===== src/sbp_pkg.sv =====
// Constants, register map and state codes of the subchannel bit processor.
// Assumes one 25 MHz core clock and a 32-bit classic Wishbone register bus.
package sbp_pkg;
  localparam int N_FIFO = 4;
  localparam int N_CH = 4;
  localparam int IDX_W = 2;
  localparam int CFG_W = 10;

  localparam logic [7:0] OFS_SEL = 8'h00;
  localparam logic [7:0] OFS_CFG = 8'h04;
  localparam logic [7:0] OFS_MASK = 8'h08;
  localparam logic [7:0] OFS_MODE = 8'h0c;
  localparam logic [7:0] OFS_STAT = 8'h10;

  localparam int SEL_NUM_LSB = 0;
  localparam int SEL_DIR_BIT = 4;
  localparam int CFG_CNT_LSB = 0;
  localparam int CFG_START_LSB = 3;
  localparam int CFG_TRP_BIT = 6;
  localparam int CFG_EN_BIT = 7;
  localparam int CFG_CH_LSB = 8;
  localparam int MODE_FREE_BIT = 0;
  localparam int STAT_BUSY_BIT = 16;
  localparam int STAT_OVR_BIT = 17;

  localparam logic [CFG_W-1:0] CFG_RST = 10'h000;
  localparam logic [7:0] MASK_RST = 8'h00;
  localparam logic MODE_RST = 1'b0;

  localparam int CLK_NS = 40;
  localparam int FRAME_NS = 125000;
  localparam int FRAME_CYC = FRAME_NS / CLK_NS;

  typedef enum logic [6:0] {
    ST_IDLE = 7'b0000001,
    ST_TFETCH = 7'b0000010,
    ST_TRD = 7'b0000100,
    ST_TWR = 7'b0001000,
    ST_ORD = 7'b0010000,
    ST_OEMIT = 7'b0100000,
    ST_RX = 7'b1000000
  } sbp_state_e;
endpackage


===== src/sbp_core.sv =====
// Subchannel bit processor: per-frame FIFO bit insertion into channel bytes and extraction back.
// Assumes a FIFO store that answers byte requests and a channel switch taking one byte per channel per frame.
// Notes on behaviour
// - FIFO may carry fewer than eight bits
// - Start bit zero to seven, lowest bit
// - Unclaimed transmit bits come from fill mask
// - Fill mask never touches received data
// - Select register picks channel for mask write
// - Mask belongs to channel of indexing FIFO
// - Reset configuration leaves every FIFO disabled
// - Transparent: one byte per FIFO per frame
// - Transparent receive stores whole byte
// - Fixed mapping: FIFO number equals channel
// - Free mapping merges several FIFO fields
// - Free transparent receive copies byte everywhere
// - HDLC sends next bits in next frame
// - HDLC fetches byte when fewer bits left than field width
// - HDLC receive appends field bits to stream
// - Free HDLC gives independent streams
// - Count zero means eight bits
// - Mask matters only below eight bits
// - Framing bit: zero HDLC, one transparent
// - Free enable zero forces fixed mapping
module sbp_core
  import sbp_pkg::*;
(
  input wire logic CORE_CLK,
  input wire logic RESET_N,
  input wire logic WB_CYC_I,
  input wire logic WB_STB_I,
  input wire logic WB_WE_I,
  input wire logic [7:0] WB_ADR_I,
  input wire logic [3:0] WB_SEL_I,
  input wire logic [31:0] WB_DAT_I,
  output logic [31:0] WB_DAT_O,
  output logic WB_ACK_O,
  output logic TX_REQ,
  output logic [sbp_pkg::IDX_W-1:0] TX_FIFO,
  input wire logic TX_ACK,
  input wire logic [7:0] TX_DATA,
  output logic CH_TX_VALID,
  output logic [sbp_pkg::IDX_W-1:0] CH_TX_NUM,
  output logic [7:0] CH_TX_DATA,
  input wire logic [sbp_pkg::N_CH*8-1:0] CH_RX_DATA,
  output logic RX_PUSH,
  output logic [sbp_pkg::IDX_W-1:0] RX_FIFO,
  output logic [7:0] RX_DATA,
  output logic FRAME_TICK
);
  import sbp_pkg::*;

  typedef struct packed {
    sbp_state_e st;
    logic [11:0] tick;
    logic [15:0] frame;
    logic [IDX_W-1:0] idx;
    logic [IDX_W-1:0] sel_num;
    logic sel_dir;
    logic free_en;
    logic overrun;
    logic [2*N_FIFO-1:0][CFG_W-1:0] cfg;
    logic [N_FIFO-1:0][15:0] tbuf;
    logic [N_FIFO-1:0][4:0] tcnt;
    logic [N_FIFO-1:0][15:0] racc;
    logic [N_FIFO-1:0][3:0] rcnt;
    logic [N_CH-1:0][7:0] snap;
    logic [7:0] cur;
    logic ack;
    logic [31:0] rdat;
    logic txv;
    logic [IDX_W-1:0] txn;
    logic [7:0] txd;
    logic rxp;
    logic [IDX_W-1:0] rxf;
    logic [7:0] rxd;
    logic ftick;
  } sbp_core_s;

  sbp_core_s q;
  sbp_core_s d;

  function automatic logic [IDX_W-1:0] chan_of(input logic [CFG_W-1:0] c, input logic [IDX_W-1:0] num,
                                                input logic free);
    return free ? c[CFG_CH_LSB +: IDX_W] : num;
  endfunction

  function automatic logic [31:0] lane_merge(input logic [31:0] old, input logic [31:0] nw, input logic [3:0] sel);
    logic [31:0] r;
    r = old;
    for (int i = 0; i < 4; i++) begin
      if (sel[i]) begin
        r[i*8 +: 8] = nw[i*8 +: 8];
      end
    end
    return r;
  endfunction

  logic rx_phase;
  logic [IDX_W:0] fsel;
  logic [CFG_W-1:0] fcfg;
  logic [IDX_W-1:0] fch;
  logic [7:0] mem_rd;
  logic [7:0] f_merged;
  logic [7:0] f_ext;
  logic [3:0] f_width;
  logic [7:0] f_src;
  logic tx_need;
  logic bus_req;
  logic sw_mask_we;
  logic eng_we;
  logic mem_we;
  logic [IDX_W-1:0] mem_wa;
  logic [7:0] mem_wd;
  logic [IDX_W-1:0] mem_ra;
  logic [IDX_W:0] sel_idx;
  logic [IDX_W-1:0] mask_ch;
  logic last_idx;

  assign rx_phase = (q.st == ST_RX);
  assign fsel = {rx_phase, q.idx};
  assign fcfg = q.cfg[fsel];
  assign fch = chan_of(fcfg, q.idx, q.free_en);
  assign f_src = fcfg[CFG_TRP_BIT] ? q.cur : q.tbuf[q.idx][7:0];
  assign last_idx = (q.idx == IDX_W'(N_FIFO - 1));
  assign sel_idx = {q.sel_dir, q.sel_num};
  assign mask_ch = chan_of(q.cfg[{1'b0, q.sel_num}], q.sel_num, q.free_en);

  sbp_field u_field (
    .cnt(fcfg[CFG_CNT_LSB +: 3]),
    .start(fcfg[CFG_START_LSB +: 3]),
    .src(f_src),
    .positional(fcfg[CFG_TRP_BIT]),
    .old(mem_rd),
    .chan(q.snap[fch]),
    .merged(f_merged),
    .extracted(f_ext),
    .width(f_width)
  );

  assign tx_need = fcfg[CFG_EN_BIT] && (fcfg[CFG_TRP_BIT] || (q.tcnt[q.idx] < {1'b0, f_width}));
  assign bus_req = WB_CYC_I && WB_STB_I && !q.ack;
  assign eng_we = (q.st == ST_TWR);
  assign sw_mask_we = bus_req && WB_WE_I && (WB_ADR_I == OFS_MASK) && WB_SEL_I[0] && !eng_we;
  assign mem_we = eng_we || sw_mask_we;
  assign mem_wa = eng_we ? fch : mask_ch;
  assign mem_wd = eng_we ? f_merged : WB_DAT_I[7:0];
  assign mem_ra = (q.st == ST_ORD) ? q.idx : fch;

  sbp_mask_mem #(
    .DEPTH(N_CH),
    .AW(IDX_W)
  ) u_mask (
    .clk(CORE_CLK),
    .we(mem_we),
    .wr_addr(mem_wa),
    .wr_data(mem_wd),
    .rd_addr(mem_ra),
    .rd_data(mem_rd)
  );

  always_comb begin
    logic [15:0] acc;
    logic [4:0] cnt;
    logic [31:0] wv;
    acc = 16'h0000;
    cnt = 5'h00;
    wv = 32'h0000_0000;
    d = q;
    d.txv = 1'b0;
    d.rxp = 1'b0;
    d.ftick = 1'b0;
    d.ack = 1'b0;

    // Frame timebase: one pulse every 125 us
    if (q.tick == 12'(FRAME_CYC - 1)) begin
      d.tick = 12'h000;
      d.ftick = 1'b1;
    end else begin
      d.tick = q.tick + 12'h001;
    end

    // Register bus
    if (bus_req && !(WB_WE_I && WB_ADR_I == OFS_MASK && eng_we)) begin
      d.ack = 1'b1;
      d.rdat = 32'h0000_0000;
      case (WB_ADR_I)
        OFS_SEL: begin
          wv = lane_merge({27'h0, q.sel_dir, 2'b00, q.sel_num}, WB_DAT_I, WB_SEL_I);
          d.rdat = {27'h0, q.sel_dir, 2'b00, q.sel_num};
          if (WB_WE_I) begin
            d.sel_num = wv[SEL_NUM_LSB +: IDX_W];
            d.sel_dir = wv[SEL_DIR_BIT];
          end
        end
        OFS_CFG: begin
          wv = lane_merge({22'h0, q.cfg[sel_idx]}, WB_DAT_I, WB_SEL_I);
          d.rdat = {22'h0, q.cfg[sel_idx]};
          if (WB_WE_I) begin
            d.cfg[sel_idx] = wv[CFG_W-1:0];
          end
        end
        OFS_MODE: begin
          wv = lane_merge({31'h0, q.free_en}, WB_DAT_I, WB_SEL_I);
          d.rdat = {31'h0, q.free_en};
          if (WB_WE_I) begin
            d.free_en = wv[MODE_FREE_BIT];
          end
        end
        OFS_STAT: begin
          d.rdat = 32'h0000_0000;
          d.rdat[15:0] = q.frame;
          d.rdat[STAT_BUSY_BIT] = (q.st != ST_IDLE);
          d.rdat[STAT_OVR_BIT] = q.overrun;
          if (WB_WE_I && WB_SEL_I[2] && WB_DAT_I[STAT_OVR_BIT]) begin
            d.overrun = 1'b0;
          end
        end
        default: begin
          d.rdat = 32'h0000_0000;
        end
      endcase
    end

    // Frame engine
    case (q.st)
      ST_IDLE: begin
        if (q.ftick) begin
          d.snap = CH_RX_DATA;
          d.idx = '0;
          d.frame = q.frame + 16'h0001;
          d.st = ST_TFETCH;
        end
      end
      ST_TFETCH: begin
        if (!fcfg[CFG_EN_BIT]) begin
          d.idx = q.idx + IDX_W'(1);
          d.st = last_idx ? ST_ORD : ST_TFETCH;
        end else if (!tx_need) begin
          d.st = ST_TRD;
        end else if (TX_ACK) begin
          if (fcfg[CFG_TRP_BIT]) begin
            d.cur = TX_DATA;
          end else begin
            d.tbuf[q.idx] = q.tbuf[q.idx] | 16'({8'h00, TX_DATA} << q.tcnt[q.idx]);
            d.tcnt[q.idx] = q.tcnt[q.idx] + 5'h08;
          end
          d.st = ST_TRD;
        end
      end
      ST_TRD: begin
        d.st = ST_TWR;
      end
      ST_TWR: begin
        // Inserted bits stay in the mask store for later frames
        if (!fcfg[CFG_TRP_BIT]) begin
          d.tbuf[q.idx] = q.tbuf[q.idx] >> f_width;
          d.tcnt[q.idx] = q.tcnt[q.idx] - {1'b0, f_width};
        end
        d.idx = q.idx + IDX_W'(1);
        d.st = last_idx ? ST_ORD : ST_TFETCH;
      end
      ST_ORD: begin
        d.st = ST_OEMIT;
      end
      ST_OEMIT: begin
        d.txv = 1'b1;
        d.txn = q.idx;
        d.txd = mem_rd;
        d.idx = q.idx + IDX_W'(1);
        d.st = (q.idx == IDX_W'(N_CH - 1)) ? ST_RX : ST_ORD;
      end
      ST_RX: begin
        if (fcfg[CFG_EN_BIT]) begin
          if (fcfg[CFG_TRP_BIT]) begin
            d.rxp = 1'b1;
            d.rxf = q.idx;
            d.rxd = q.snap[fch];
          end else begin
            acc = q.racc[q.idx] | 16'({8'h00, f_ext} << q.rcnt[q.idx]);
            cnt = {1'b0, q.rcnt[q.idx]} + {1'b0, f_width};
            if (cnt >= 5'h08) begin
              d.rxp = 1'b1;
              d.rxf = q.idx;
              d.rxd = acc[7:0];
              acc = acc >> 8;
              cnt = cnt - 5'h08;
            end
            d.racc[q.idx] = acc;
            d.rcnt[q.idx] = cnt[3:0];
          end
        end
        d.idx = q.idx + IDX_W'(1);
        if (last_idx) begin
          d.st = ST_IDLE;
        end
      end
      default: begin
        d.st = ST_IDLE;
      end
    endcase

    // A frame that starts while the engine is still busy is dropped; set wins over clear
    if (q.ftick && q.st != ST_IDLE) begin
      d.overrun = 1'b1;
    end
  end

  always_ff @(posedge CORE_CLK) begin
    if (!RESET_N) begin
      q <= '0;
      q.st <= ST_IDLE;
      q.free_en <= MODE_RST;
      q.cfg <= {2*N_FIFO{CFG_RST}};
    end else begin
      q <= d;
    end
  end

  assign WB_ACK_O = q.ack;
  assign WB_DAT_O = q.rdat;
  assign TX_REQ = (q.st == ST_TFETCH) && tx_need;
  assign TX_FIFO = q.idx;
  assign CH_TX_VALID = q.txv;
  assign CH_TX_NUM = q.txn;
  assign CH_TX_DATA = q.txd;
  assign RX_PUSH = q.rxp;
  assign RX_FIFO = q.rxf;
  assign RX_DATA = q.rxd;
  assign FRAME_TICK = q.ftick;
endmodule


===== src/sbp_field.sv =====
// Bit field placement for one FIFO: claimed mask, merge into a channel byte, extraction.
// Assumes purely combinational use by the frame engine.
module sbp_field (
  input wire logic [2:0] cnt,
  input wire logic [2:0] start,
  input wire logic [7:0] src,
  input wire logic positional,
  input wire logic [7:0] old,
  input wire logic [7:0] chan,
  output logic [7:0] merged,
  output logic [7:0] extracted,
  output logic [3:0] width
);
  logic [3:0] n;
  logic [3:0] room;
  logic [7:0] lowm;
  logic [7:0] m;
  logic [7:0] aligned;

  always_comb begin
    n = (cnt == 3'h0) ? 4'h8 : {1'b0, cnt};
    room = 4'h8 - {1'b0, start};
    width = (n > room) ? room : n;
    lowm = 8'((16'h0001 << width) - 16'h0001);
    m = 8'({8'h00, lowm} << start);
    aligned = positional ? src : 8'({8'h00, src} << start);
    merged = (old & ~m) | (aligned & m);
    extracted = 8'({8'h00, chan & m} >> start);
  end
endmodule


===== src/sbp_mask_mem.sv =====
// One fill-mask byte per transmit channel, single write port, registered read.
// Assumes the owner arbitrates between writers.
module sbp_mask_mem #(
  parameter int DEPTH = 4,
  parameter int AW = 2
) (
  input wire logic clk,
  input wire logic we,
  input wire logic [AW-1:0] wr_addr,
  input wire logic [7:0] wr_data,
  input wire logic [AW-1:0] rd_addr,
  output logic [7:0] rd_data
);
  logic [7:0] mem [DEPTH];

  always_ff @(posedge clk) begin
    if (we) begin
      mem[wr_addr] <= wr_data;
    end
    rd_data <= mem[rd_addr];
  end
endmodule


===== config.mk =====
export PLATFORM = sky130hd
export DESIGN_NAME = sbp_core
export DESIGN_NICKNAME = d
export VERILOG_FILES = /design/src/sbp_pkg.sv /design/src/sbp_core.sv /design/src/sbp_field.sv /design/src/sbp_mask_mem.sv
export SDC_FILE = /design/constraint.sdc
export NUM_CORES = 1
export LEC_CHECK = 0
export BUFFER_PORTS_ARGS = -buffer_cell sky130_fd_sc_hd__clkbuf_2
export CORE_MARGIN = 1
export CORE_UTILIZATION = 45
export DETAILED_ROUTE_END_ITERATION = 6
export MAX_ROUTING_LAYER = met4
export PLACE_DENSITY_LB_ADDON = 0.15
export SLEW_MARGIN = 40
export SYNTH_ARGS = -nofsm -noshare
export SYNTH_HDL_FRONTEND = slang
export SYNTH_SLANG_ARGS = --single-unit
export TNS_END_PERCENT = 5

===== constraint.sdc =====
create_clock -name CORE_CLK -period 8.3 [get_ports CORE_CLK]
set_input_delay 0.415 -clock CORE_CLK [delete_from_list [all_inputs] [get_ports CORE_CLK]]
set_output_delay 0.415 -clock CORE_CLK [all_outputs]
set_load 0.01 [all_outputs]

## Word-level counts from Yosys, hierarchy flattened

Memories as Yosys holds them, arrays and structs flattened. A register that Yosys moved wholly into a read port is not among the register bits.
Cells that the tools add are included.

| word-level totals | value |
|---|---|
| memories kept | 1 |
| bits of input ports | 90 |
| output and inout bits | 59 |
| register bits | 382 |
| memory bits (writable) | 32 |
| logic and storage cells | 233 |

Memory list:

| name | depth | bits a word | rd ports | clocked after memory_dff | wr ports | RTL line | text |
|---|---|---|---|---|---|---|---|
| u_mask.mem | 4 | 8 | 1 | 1 | 1 | sbp_mask_mem.sv:14 | `logic [7:0] mem [DEPTH];` |

| operators by class | value |
|---|---|
| $add $sub $neg | 9 |
| equal/unequal tests | 23 |
| shift-type cells | 7 |
| bitwise operators | 9 |
| muxes and demuxes | 85 |
| reduce and logical (&&, ||, !) cells | 43 |
| $lt $le $gt $ge | 10 |

Operators by type and width:

| operator | count |
|---|---|
| 84-bit 2-to-1 mux | 5 |
| 64-bit bitwise mux | 3 |
| 84-bit case mux with 2 select lines | 1 |
| 80-bit 2-to-1 mux | 2 |
| 16-bit 2-to-1 mux | 7 |
| 81-bit 2-to-1 mux | 1 |
| 80-bit bitwise mux | 1 |
| 18-bit case mux with 4 select lines | 1 |
| 16-bit binary-select mux with 2-bit select | 2 |
| 10-bit binary-select mux with 3-bit select | 2 |
| 8-bit 2-to-1 mux | 7 |
| 7-bit case mux with 7 select lines | 1 |
| 7-bit 2-to-1 mux | 6 |
| 20-bit bitwise mux | 2 |
| 10-bit 2-to-1 mux | 4 |
| 11-bit 2-to-1 mux | 3 |
| 33-bit 2-to-1 mux | 1 |
| 16-bit demux with 2-bit select | 1 |
| 4-bit 2-to-1 mux | 8 |
| 16-bit OR | 2 |
| 10-bit demux with 3-bit select | 1 |
| 8-bit AND | 3 |
| 3-bit AND reduction | 7 |
| 10-bit binary-select mux with 2-bit select | 1 |
| other kinds (65) | 114 |

## Longest topological paths before layout

Gate-level depths: netlist (run 1).

| depth | value |
|---|---|
| word-level depth | 19 |
| depth in mapped cells | 35 |

## Cells and area by module

From an unflattened synthesis (run 1), not the netlist that was laid out.

| unflattened totals | value |
|---|---|
| cells, all modules | 2573 |
| area total of the unflattened synthesis | 22730.6 µm² |

By module, submodules not included:

| module | instances | area an instance (µm²) | cells each |
|---|---|---|---|
| sbp_core | 1 | 19829.0 | 2284 |
| sbp_field | 1 | 1552.7 | 235 |
| sbp_mask_mem | 1 | 1348.8 | 54 |

## Least setup slack after synthesis (run 1)

Ideal clock, no wire load.

| timing | value |
|---|---|
| path kind | register to register |
| from | register q, in the netlist TX_FIFO[0] |
| to | register q[114] in the netlist's numbering |
| data arrival time | 8.264 ns |
| slack | -0.091 ns |
| stages on the path, launching flop included | 36 |
| buffers on the path | 10 |
| cell sequence | dfxtp_1 > buf_6 > mux4_2 > o21ai_1 > and2_1 > buf_2 > buf_1 > clkbuf_1 > buf_1 > ha_1 > inv_1 > or4_4 > nand4_2 > ha_1 > o21a_1 > o21ai_1 > or2_2 > clkbuf_1 > buf_2 > a21o_1 > clkbuf_1 > clkbuf_1 > nand3_1 > ha_1 > clkbuf_1 > a21oi_1 > a221oi_1 > o22a_1 > and3_1 > o311a_1 > a211oi_2 > nor2_1 > a211oi_2 > nor3_2 > nor4_4 > o31ai_1 |

| on the way | value |
|---|---|
| word-level cells in the longest chain between the ends | 18 |
| elaborated cells between the ends (all ways) | 35 |
| those cells by class | add/sub (3); order compare (4); shift (4); mux (18); bitwise (3); reduce/logical (3) |

RTL lines:

| element | RTL line | text |
|---|---|---|
| start, declared | sbp_core.sv:79 | `sbp_core_s q;` |
| parallel branches: the longest is 18 deep, another holds 8-bit by 1-bit subtractor with 8-bit output | -- |  |

Several ways; the timed one is not identified. The select of a mux whose other input is x is not followed.
A chain may end at the register's enable or synchronous reset.

## Final worst setup path (run 1)

| timing | value |
|---|---|
| from | register q, in the netlist TX_FIFO[1] |
| to | register q[135] in the netlist's numbering |

The elaborated chain is that of the path after synthesis.

==> results of run 1 <==
==> worst min-delay path, stage by stage <==
cell	delay, ns
clkbuf_2	0.08
nand2_1	0.05
a21oi_1	0.05
==> timing repair <==
item	in CTS	in global routing
hold buffers	0	0
gates resized for setup	0	5
setup endpoints to repair	0	23
setup buffers	0	0
==> cell usage in the layout, fill, tap and decap left out, types with 17 or more instances in the layout <==
cell,instances
o21ai_0,77
o31ai_1,30
mux2i_1,200
o22ai_1,20
nor3_1,39
o21ai_1,39
a211oi_1,47
clkbuf_2,111
buf_4,43
ha_1,20
a21oi_1,207
clkbuf_16,45
mux4_2,59
dfxtp_1,373
o211ai_1,32
nand2_1,339
edfxtp_1,32
mux2_2,31
nand4_1,20
nor2_1,324
and2_1,28
a31oi_1,21
nand3_1,95
inv_1,38
and3_1,17
==> layout make-up <==
| type | count | share of cell area |
|---|---|---|
| Sequential cell | 408 | 0.344 |
| Tap cell | 664 | 0.0336 |
| Antenna cell | 3 | 0.000304 |
| Timing Repair Buffer | 158 | 0.0375 |
| Clock inverter | 14 | 0.00739 |
| Multi-Input combinational cell | 1933 | 0.516 |
| Inverter | 46 | 0.00744 |
| Clock buffer | 68 | 0.0539 |
==> flip-flops by register name (all words and copies together) (netlist names) <==
register / cells
RX_FIFO: 2
q: 324
CH_TX_VALID: 1
RX_DATA: 8
FRAME_TICK: 1
WB_ACK_O: 1
CH_TX_NUM: 2
u_mask.mem: 32
RX_PUSH: 1
u_mask.rd_data: 8
CH_TX_DATA: 8
TX_FIFO: 2
WB_DAT_O: 18
==> kinds of logic (layout without fill, tap and decap cells) <==
| group | Yosys count | in the layout | share of synthesized area |
|---|---|---|---|
| AND/OR/NAND/NOR | 961 | 961 | 0.192 |
| AO/OA/AOI/OAI | 617 | 617 | 0.182 |
| buffers and inverters | 285 | 286 | 0.0588 |
| XOR/XNOR | 26 | 26 | 0.0102 |
| multiplexers | 292 | 292 | 0.165 |
| adder cells (fa/ha/maj) | 23 | 23 | 0.0135 |
| other | 1 | 17 | 0.000167 |
| flip-flops | 408 | 408 | 0.379 |
==> worst min path at each step <==
stage / start / end / slack [ns] / depth (start not counted)
6_report: CH_RX_DATA[2] / q[66]$_SDFFE_PN0P_ / 0.08 / 3
5_1_grt: CH_RX_DATA[6] / q[70]$_SDFFE_PN0P_ / 0.08 / 3
4_1_cts: CH_RX_DATA[2] / q[66]$_SDFFE_PN0P_ / 0.05 / 3
3_5_place_dp: q[155]$_SDFFE_PN0P_ / q[155]$_SDFFE_PN0P_ / 0.44 / 2
3_3_place_gp: q[126]$_SDFFE_PN0P_ / q[126]$_SDFFE_PN0P_ / 0.44 / 2
2_1_floorplan: q[155]$_SDFFE_PN0P_ / q[155]$_SDFFE_PN0P_ / 0.43 / 2
==> through the flow <==
stage	cell area (sq um)	hold slack [ns]	utilization
5_1_grt	24700	0.0776	0.504
2_1_floorplan	22400	0.429	-
4_1_cts	24600	0.0539	0.503
6_report	24700	0.0771	0.504
3_3_place_gp	23100	0.436	0.471
3_5_place_dp	23100	0.444	0.472
==> per-layer routing <==
| layer | global-route usage | wire, um |
|---|---|---|
| met2 | 0.445 | 32400 |
| met3 | 0.0362 | 4090 |
| met1 | 0.369 | 30900 |
| met4 | 0.0900 | 1720 |
| met5 | - | 0 |
==> power by group <==
part / leakage (nW) / switching [W] / internal [W] / total (W)
clock: 0.743 / 0.000824 / 0.00123 / 0.00206
combinational: 4.77 / 0.000158 / 0.0000736 / 0.000232
sequential: 3.32 / 0.00000970 / 0.00199 / 0.00200
==> flow_metrics.env, run 1 <==
export IMPL_grt_usage=0.280
export IMPL_io_buffers=112
export IMPL_vias_per_cell=5.93
export IMPL_seq_area_frac_synth=0.379
export IMPL_cts_tree="yes"
export IMPL_seqCellArea_sq_um=8500
export IMPL_cp_top_family="compound AO/OA/AOI/OAI gates"
export IMPL_ys_top_cells_by_area="dfxtp_1 (34%), mux2i_1 (9.0%), mux4_2 (5.9%)"
export IMPL_p_total_w=0.00429
export IMPL_critical_path_class="flop to flop"
export IMPL_crit_path_frequent_cell="o21ai_1"
export IMPL_dr_total_vias=19524
export IMPL_max_slew_margin=0.448
export IMPL_grt_overflow=0
export IMPL_period_share=0.933
export IMPL_synthFlopType="dfxtp_1"
export IMPL_finalSetupViolations=0
export IMPL_rsz0062_at_grt="false"
export IMPL_grt_max_degree=123
export IMPL_synth_cell_types=97
export IMPL_cts_max_path_buffers=3
export IMPL_yosysTopAreaCell="dfxtp_1"
export IMPL_finalCriticalPeriod_ns=7.75
export IMPL_synth_top_area_share=0.336
export IMPL_grt_pass1_wl_um=108000
export IMPL_cts_made_buffers=45
export IMPL_start_util=0.457
export IMPL_r2r_start="TX_FIFO[1]$_SDFFE_PN0P_"
export IMPL_critPathMaxStageDelay_ns=0.63
export IMPL_worst_r2r_setup_slack_ns=0.55
export IMPL_nFillCells=4780
export IMPL_die_area_sq_um=50700
export IMPL_first_global_vias=18577
export IMPL_cts_sinks=408
export IMPL_dr_pass1_iters=7
export IMPL_die_w_um=225
export IMPL_syn_avg_cell_area_sq_um=8.57
export IMPL_final_cell_count_no_fill=3294
export IMPL_synth_cells=2613
export IMPL_syn_to_final_growth_pct=10.4
export IMPL_dpl_hpwl_um=47400
export IMPL_hold_viol_final=0
export IMPL_worst_path_buf_inv=5
export IMPL_cp_slowest_cell="dfxtp_4"
export IMPL_worstPathArrival_ns=8.19
export IMPL_drv_slew=0
export IMPL_antenna_found_initial=5
export IMPL_worstSetupStartpointType="flop"
export IMPL_power_density_nw_per_um2=173
export IMPL_drv_cap=0
export IMPL_fmax_mhz=129
export IMPL_drt_initial_drc_count=1700
export IMPL_htreeDepth=2
export IMPL_routed_wl_um=69100
export IMPL_layout_setup_ws_ns=0.553
export IMPL_io_pins=149
export IMPL_reg2reg_to="q[135]$_SDFFE_PN0P_"
export IMPL_cts_clk_slew_worst_paths_ns=0.06
export IMPL_clk_latency_ns=0.58
export IMPL_root_buffer="clkbuf_16"
export IMPL_synth_cell_area_sq_um=22400
export IMPL_cp_startpoint="TX_FIFO[1]$_SDFFE_PN0P_"
export IMPL_crit_required_ns=8.74
export IMPL_placed_cells=3208
export IMPL_synth_common_cells="dfxtp_1 (376), nand2_1 (347), nor2_1 (328)"
export IMPL_gp_congestion=0.909
export IMPL_num_rows=81
export IMPL_ff2ff_path_depth=28
export IMPL_synth_most_common_cell="dfxtp_1"
export IMPL_drc=0
export IMPL_wl_per_cell_um=21.0
export IMPL_hp_class="input port to flop"
export IMPL_async_flop_share=0
export IMPL_finClkSkew_ns=0.0259
export IMPL_status="finished clean"
export IMPL_multiInputGateArea_sq_um=12800
export IMPL_worstSetupEndpoint="q[135]$_SDFFE_PN0P_"
export IMPL_layout_drive_gt1_share=0.157
export IMPL_core_sq_um=49100
export IMPL_ant_nets=0
export IMPL_nets=2705
export IMPL_tns_ns=0
export IMPL_worst_path_max_fanout=30
export IMPL_dpl_worst_slack_ns=0.588
export IMPL_p_leak_nw=8.83
export IMPL_ys_ff_latch=408
export IMPL_yosysWarnings=0
export IMPL_cp_end_kind="flop"
export IMPL_crit_cells=28
export IMPL_synth_edf_count=32
export IMPL_worstMarginPinSlew_ns=0.821
export IMPL_vdd_drop_max_mv=0.123
export IMPL_die_y_um=225
Note: power is estimated with default switching activity, not from simulation.
==> run 2: changes to the inputs <==
--- a/config.mk
+++ b/config.mk
@@ -5,10 +5,10 @@
 export SDC_FILE = /design/constraint.sdc
 export NUM_CORES = 1
 export LEC_CHECK = 0
-export BUFFER_PORTS_ARGS = -buffer_cell sky130_fd_sc_hd__clkbuf_2
-export CORE_MARGIN = 1
+export ABC_AREA = 1
 export CORE_UTILIZATION = 45
 export DETAILED_ROUTE_END_ITERATION = 6
+export DONT_BUFFER_PORTS = 1
 export MAX_ROUTING_LAYER = met4
 export PLACE_DENSITY_LB_ADDON = 0.15
 export SLEW_MARGIN = 40
==> run 2 against run 1 <==
Against the previous run: register-to-register slack gained 1.2 ns; first-iteration DRC count shrank 8.4%; critical path type unchanged; largest cell class unchanged; synthesized cell count grew 18%; worst hold slack lost 0.053 ns; die area shrank 2.4%; routed wire length grew 1.0%; cell area shrank 4.1%.
==> flow_metrics.env, run 2 <==
export IMPL_dr_pass1_iters=6
export IMPL_worstMarginPinSlew_ns=0.851
export IMPL_htreeDepth=2
export IMPL_worstSetupStartpointType="flop"
export IMPL_ant_nets=0
export IMPL_synthFlopType="dfxtp_1"
export IMPL_rsz0062_at_grt="false"
export IMPL_num_rows=80
export IMPL_dr_total_vias=20799
export IMPL_finalCriticalPeriod_ns=6.57
export IMPL_nets=3091
export IMPL_finalSetupViolations=0
export IMPL_critical_path_class="flop to flop"
export IMPL_synth_cell_types=65
export IMPL_antenna_found_initial=2
export IMPL_die_y_um=222
export IMPL_fmax_mhz=152
export IMPL_cts_max_path_buffers=3
export IMPL_synth_most_common_cell="nand2_1"
export IMPL_syn_avg_cell_area_sq_um=7.10
export IMPL_status="finished clean"
export IMPL_drv_cap=0
export IMPL_cts_tree="yes"
export IMPL_yosysTopAreaCell="dfxtp_1"
export IMPL_io_pins=149
export IMPL_seq_area_frac_synth=0.389
export IMPL_vias_per_cell=5.73
export IMPL_drt_initial_drc_count=1558
export IMPL_synth_common_cells="nand2_1 (494), o21ai_0 (456), dfxtp_1 (376)"
export IMPL_placed_cells=3508
export IMPL_worstPathArrival_ns=7.07
export IMPL_gp_congestion=0.930
export IMPL_ys_ff_latch=408
export IMPL_layout_commonest_cell="nand2_1"
export IMPL_holdWs_ns=0.0242
export IMPL_root_buffer="clkbuf_16"
export IMPL_synth_cells=3078
export IMPL_period_share=0.792
export IMPL_die_w_um=222
export IMPL_worst_path_max_fanout=52
export IMPL_hold_viol_final=0
export IMPL_cts_clk_slew_worst_paths_ns=0.06
export IMPL_largest_register="q"
export IMPL_crit_path_frequent_cell="nand3_1"
export IMPL_dpl_hpwl_um=46300
export IMPL_synth_top_area_share=0.345
export IMPL_mostFrequentLayoutCells="nand2_1 (493), o21ai_0 (451), dfxtp_1 (374)"
export IMPL_tns_ns=0
export IMPL_drv_slew=0
export IMPL_nFillCells=4741
export IMPL_layout_drive_gt1_share=0.0984
export IMPL_hp_class="input port to flop"
export IMPL_final_cell_count_no_fill=3627
export IMPL_ys_top_cells_by_area="dfxtp_1 (34%), o21ai_0 (10%), nand2_1 (8.5%)"
export IMPL_die_area_sq_um=49400
export IMPL_start_util=0.457
export IMPL_grt_max_degree=175
export IMPL_core_sq_um=47800
export IMPL_grt_overflow=0
export IMPL_max_slew_margin=0.424
export IMPL_cts_setup_buffers=0
export IMPL_cts_made_buffers=46
export IMPL_cp_end_kind="flop"
export IMPL_synth_edf_count=32
export IMPL_drc=0
export IMPL_critPathMaxStageDelay_ns=0.62
export IMPL_wl_per_cell_um=19.3
export IMPL_async_flop_share=0
export IMPL_crit_required_ns=8.80
export IMPL_io_buffers=0
export IMPL_first_global_vias=19531
export IMPL_cp_slowest_cell="buf_4"
export IMPL_largest_reg_flops=324
export IMPL_yosysWarnings=0
export IMPL_finClkSkew_ns=0.0400
export IMPL_clk_latency_ns=0.61
export IMPL_synth_cell_area_sq_um=21800
export IMPL_grt_usage=0.286
export IMPL_grt_pass1_wl_um=109000
export IMPL_syn_to_final_growth_pct=8.43
export IMPL_routed_wl_um=69800
export IMPL_cts_sinks=408
## run 2: cell count changes after synthesis, sizes merged, moves of 28 or more
cell    delta
a211oi    -42
mux2      -29
nor2      -53
mux2i    -193
inv      +235
nand2    +186
and2      -28
o21ai    +345
nand3    +119
mux4      -59
a21oi    +145
## run 2: per-stage QoR
step | instance area [sq um] | setup slack, ns | util
final | 23700 | 1.73 | 0.495
after global routing | 23700 | 1.20 | 0.495
after CTS | 23700 | 1.81 | 0.495
after detailed placement | 21800 | 1.88 | 0.456
after global placement | 21800 | 1.93 | 0.455
after floorplan | 21900 | 3.33 | -
## run 2: timing repair
item | 4_1_cts | 5_1_grt
resized for setup | 0 | 0
hold buffers | 37 | 0
endpoints found under the hold margin | 150 | 0
## run 2: cell type report
type                            count  area [sq um]  area share
Tap cell                          615           769      0.0325
Inverter                          287          1080      0.0456
Clock buffer                       65          1290      0.0546
Sequential cell                   408          8490       0.359
Clock inverter                     14           185     0.00782
Timing Repair Buffer               79           711      0.0300
Antenna cell                        3          7.51    0.000317
Multi-Input combinational cell   2156         11200       0.471
## run 2: cell families after synthesis
logic type | count (synthesis) | synth area share
XOR/XNOR | 7 | 0.00281
multiplexers | 11 | 0.00515
other | 1 | 0.000172
flip-flops | 408 | 0.389
AO/OA/AOI/OAI | 988 | 0.253
AND/OR/NAND/NOR | 1113 | 0.231
adder cells (fa/ha/maj) | 23 | 0.0139
buffers and inverters | 527 | 0.106
## run 2: worst max-delay path, delay by kind of cell (launching register included)
kind / cells / cell delay, ns
adder cells (fa/ha/maj): 2 / 0.71
AND/OR/NAND/NOR: 25 / 3.70
AO/OA/AOI/OAI: 1 / 0.14
flip-flops: 1 / 0.61
buffers and inverters: 6 / 1.27
## run 2: per-layer routing
metal / routed length, um / global-route usage / vias to the layer above
li1: - / - / 10192
met1: 31500 / 0.374 / 9785
met2: 31700 / 0.455 / 711
met3: 4970 / 0.0463 / 111
met4: 1640 / 0.0854 / 0
met5: 0 / - / -
## run 2: worst paths after layout
kind	endpoint	cells after the start	start	slack, ns
max	q[135]$_SDFFE_PN0P_	34	TX_FIFO[0]$_SDFFE_PN0P_	1.73
min	q[87]$_SDFFE_PN0P_	2	CH_RX_DATA[23]	0.02
max reg2reg	q[135]$_SDFFE_PN0P_	34	TX_FIFO[0]$_SDFFE_PN0P_	1.73
min reg2reg	q[187]$_SDFFE_PN0P_	2	q[187]$_SDFFE_PN0P_	0.45
Power of run 2 is left out: the tool's default activity adds up to more than one toggle a clock period on the data nets, which glitch-free logic cannot reach.
==> run 3: changes to the inputs <==
==> constraint.sdc (replaced) <==
create_clock -name CORE_CLK -period 6.8 [get_ports CORE_CLK]
set_input_delay 0.34 -clock CORE_CLK [delete_from_list [all_inputs] [get_ports CORE_CLK]]
set_output_delay 0.34 -clock CORE_CLK [all_outputs]
set_load 0.01 [all_outputs]
==> run 3 against run 2 <==
Against the previous run: critical endpoint is now q[113]$_SDFFE_PN0P_; first-iteration DRC count grew 18%; clock-buffer cell count grew 1; worst hold slack gained 0.0061 ns.
==> flow_metrics.env, run 3 (synthesis gave the netlist of run 2 again) <==
export IMPL_cts_setup_buffers=0
export IMPL_period_share=0.907
export IMPL_ff2ff_path_depth=37
export IMPL_design_area_sq_um=24200
export IMPL_drc=0
export IMPL_cp_startpoint="TX_FIFO[0]$_SDFFE_PN0P_"
export IMPL_largest_reg_flops=324
export IMPL_mostFrequentLayoutCells="nand2_1 (493), o21ai_0 (448), dfxtp_1 (374)"
export IMPL_worstMarginPinSlew_ns=0.870
export IMPL_vias_per_cell=5.74
export IMPL_die_y_um=222
export IMPL_hp_class="input port to flop"
export IMPL_critPathMaxStageDelay_ns=0.52
export IMPL_num_rows=80
export IMPL_cp_slowest_cell="dfxtp_4"
export IMPL_grt_pass1_wl_um=110000
export IMPL_grt_usage=0.287
export IMPL_dr_pass1_iters=6
export IMPL_finalCriticalPeriod_ns=6.17
export IMPL_max_slew_margin=0.419
export IMPL_first_global_vias=19450
export IMPL_crit_required_ns=7.33
export IMPL_grt_overflow=0
export IMPL_layout_drive_gt1_share=0.100
export IMPL_root_buffer="clkbuf_16"
export IMPL_r2r_start="TX_FIFO[0]$_SDFFE_PN0P_"
export IMPL_worstSetupStartpointType="flop"
export IMPL_tns_ns=0
export IMPL_final_cell_count_no_fill=3676
export IMPL_holdWs_ns=0.0303
export IMPL_worst_path_max_fanout=21
export IMPL_cts_tree="yes"
export IMPL_fmax_mhz=162
export IMPL_placed_cell_area_sq_um=21800
export IMPL_status="finished clean"
export IMPL_rsz0062_at_grt="false"
export IMPL_dr_total_vias=21086
export IMPL_critical_path_class="flop to flop"
export IMPL_core_sq_um=47800
export IMPL_cts_sinks=408
export IMPL_hp_start="WB_DAT_I[3]"
export IMPL_layout_commonest_cell="nand2_1"
export IMPL_largest_register="q"
export IMPL_cts_max_path_buffers=3
export IMPL_finalSetupViolations=0
export IMPL_syn_to_final_growth_pct=10.7
export IMPL_worst_r2r_setup_slack_ns=0.63
export IMPL_clk_latency_ns=0.60
export IMPL_reg2reg_to="q[113]$_SDFFE_PN0P_"
export IMPL_io_buffers=0
export IMPL_holdPathEnd="u_mask.mem[1][3]$_DFFE_PP_"
export IMPL_drv_slew=0
export IMPL_cts_clk_slew_worst_paths_ns=0.06
export IMPL_nets=3135
export IMPL_antenna_found_initial=3
export IMPL_dpl_hpwl_um=46500
export IMPL_drt_initial_drc_count=1842
export IMPL_ant_nets=0
export IMPL_worstPathArrival_ns=6.70
export IMPL_placed_cells=3510
export IMPL_routed_wl_um=70100
export IMPL_worst_path_buf_inv=7
export IMPL_cp_end_kind="flop"
export IMPL_wl_per_cell_um=19.1
export IMPL_crit_path_frequent_cell="nand2_1"
export IMPL_io_pins=149
export IMPL_cts_made_buffers=46
export IMPL_gp_congestion=0.937
export IMPL_grt_max_degree=283
export IMPL_cp_top_family="simple AND/OR/NAND/NOR gates"
export IMPL_nFillCells=4715
export IMPL_die_w_um=222
export IMPL_hold_viol_final=0
export IMPL_die_area_sq_um=49400
export IMPL_finClkSkew_ns=0.0238
export IMPL_htreeDepth=2
export IMPL_hold_depth=2
export IMPL_start_util=0.457
export IMPL_drv_cap=0
## run 3: how the worst max path moves through the flow
stage | to | slack, ns | cells after the start
6_report | q[113]$_SDFFE_PN0P_ | 0.63 | 37
2_1_floorplan | q[123]$_SDFFE_PN0P_ | 1.83 | 39
3_3_place_gp | q[145]$_SDFFE_PN0P_ | 0.77 | 39
5_1_grt | q[156]$_SDFFE_PN0P_ | 0.06 | 34
3_5_place_dp | q[113]$_SDFFE_PN0P_ | 0.72 | 39
4_1_cts | q[113]$_SDFFE_PN0P_ | 0.68 | 39
## run 3: final cells by class
cell class	instances	area, sq um	area share
Clock buffer	66	1350	0.0558
Tap cell	615	769	0.0318
Multi-Input combinational cell	2156	11200	0.461
Timing Repair Buffer	123	1160	0.0478
Antenna cell	3	7.51	0.000310
Inverter	287	1080	0.0448
Sequential cell	408	8490	0.351
Clock inverter	18	168	0.00693
## run 3: metal layers
layer / routed length (um) / GRT usage / vias up
met1: 31400 / 0.376 / 9860
met2: 31900 / 0.451 / 804
met3: 5060 / 0.0472 / 126
li1: - / - / 10296
met4: 1760 / 0.0925 / 0
met5: 0 / - / -
## run 3: metrics by stage
| step | setup slack, ns | util |
|---|---|---|
| after floorplan | 1.83 | - |
| after global placement | 0.765 | 0.456 |
| after detailed placement | 0.724 | 0.456 |
| after CTS | 0.676 | 0.504 |
| after global routing | 0.0580 | 0.505 |
| final | 0.631 | 0.505 |
## run 3: repair_timing
| item | in CTS | in global routing |
|---|---|---|
| resized for setup | 0 | 1 |
| setup endpoints to repair | 0 | 1 |
| hold buffers | 78 | 0 |
| hold endpoints to repair | 313 | 0 |
Power of run 3 is left out for the same reason.
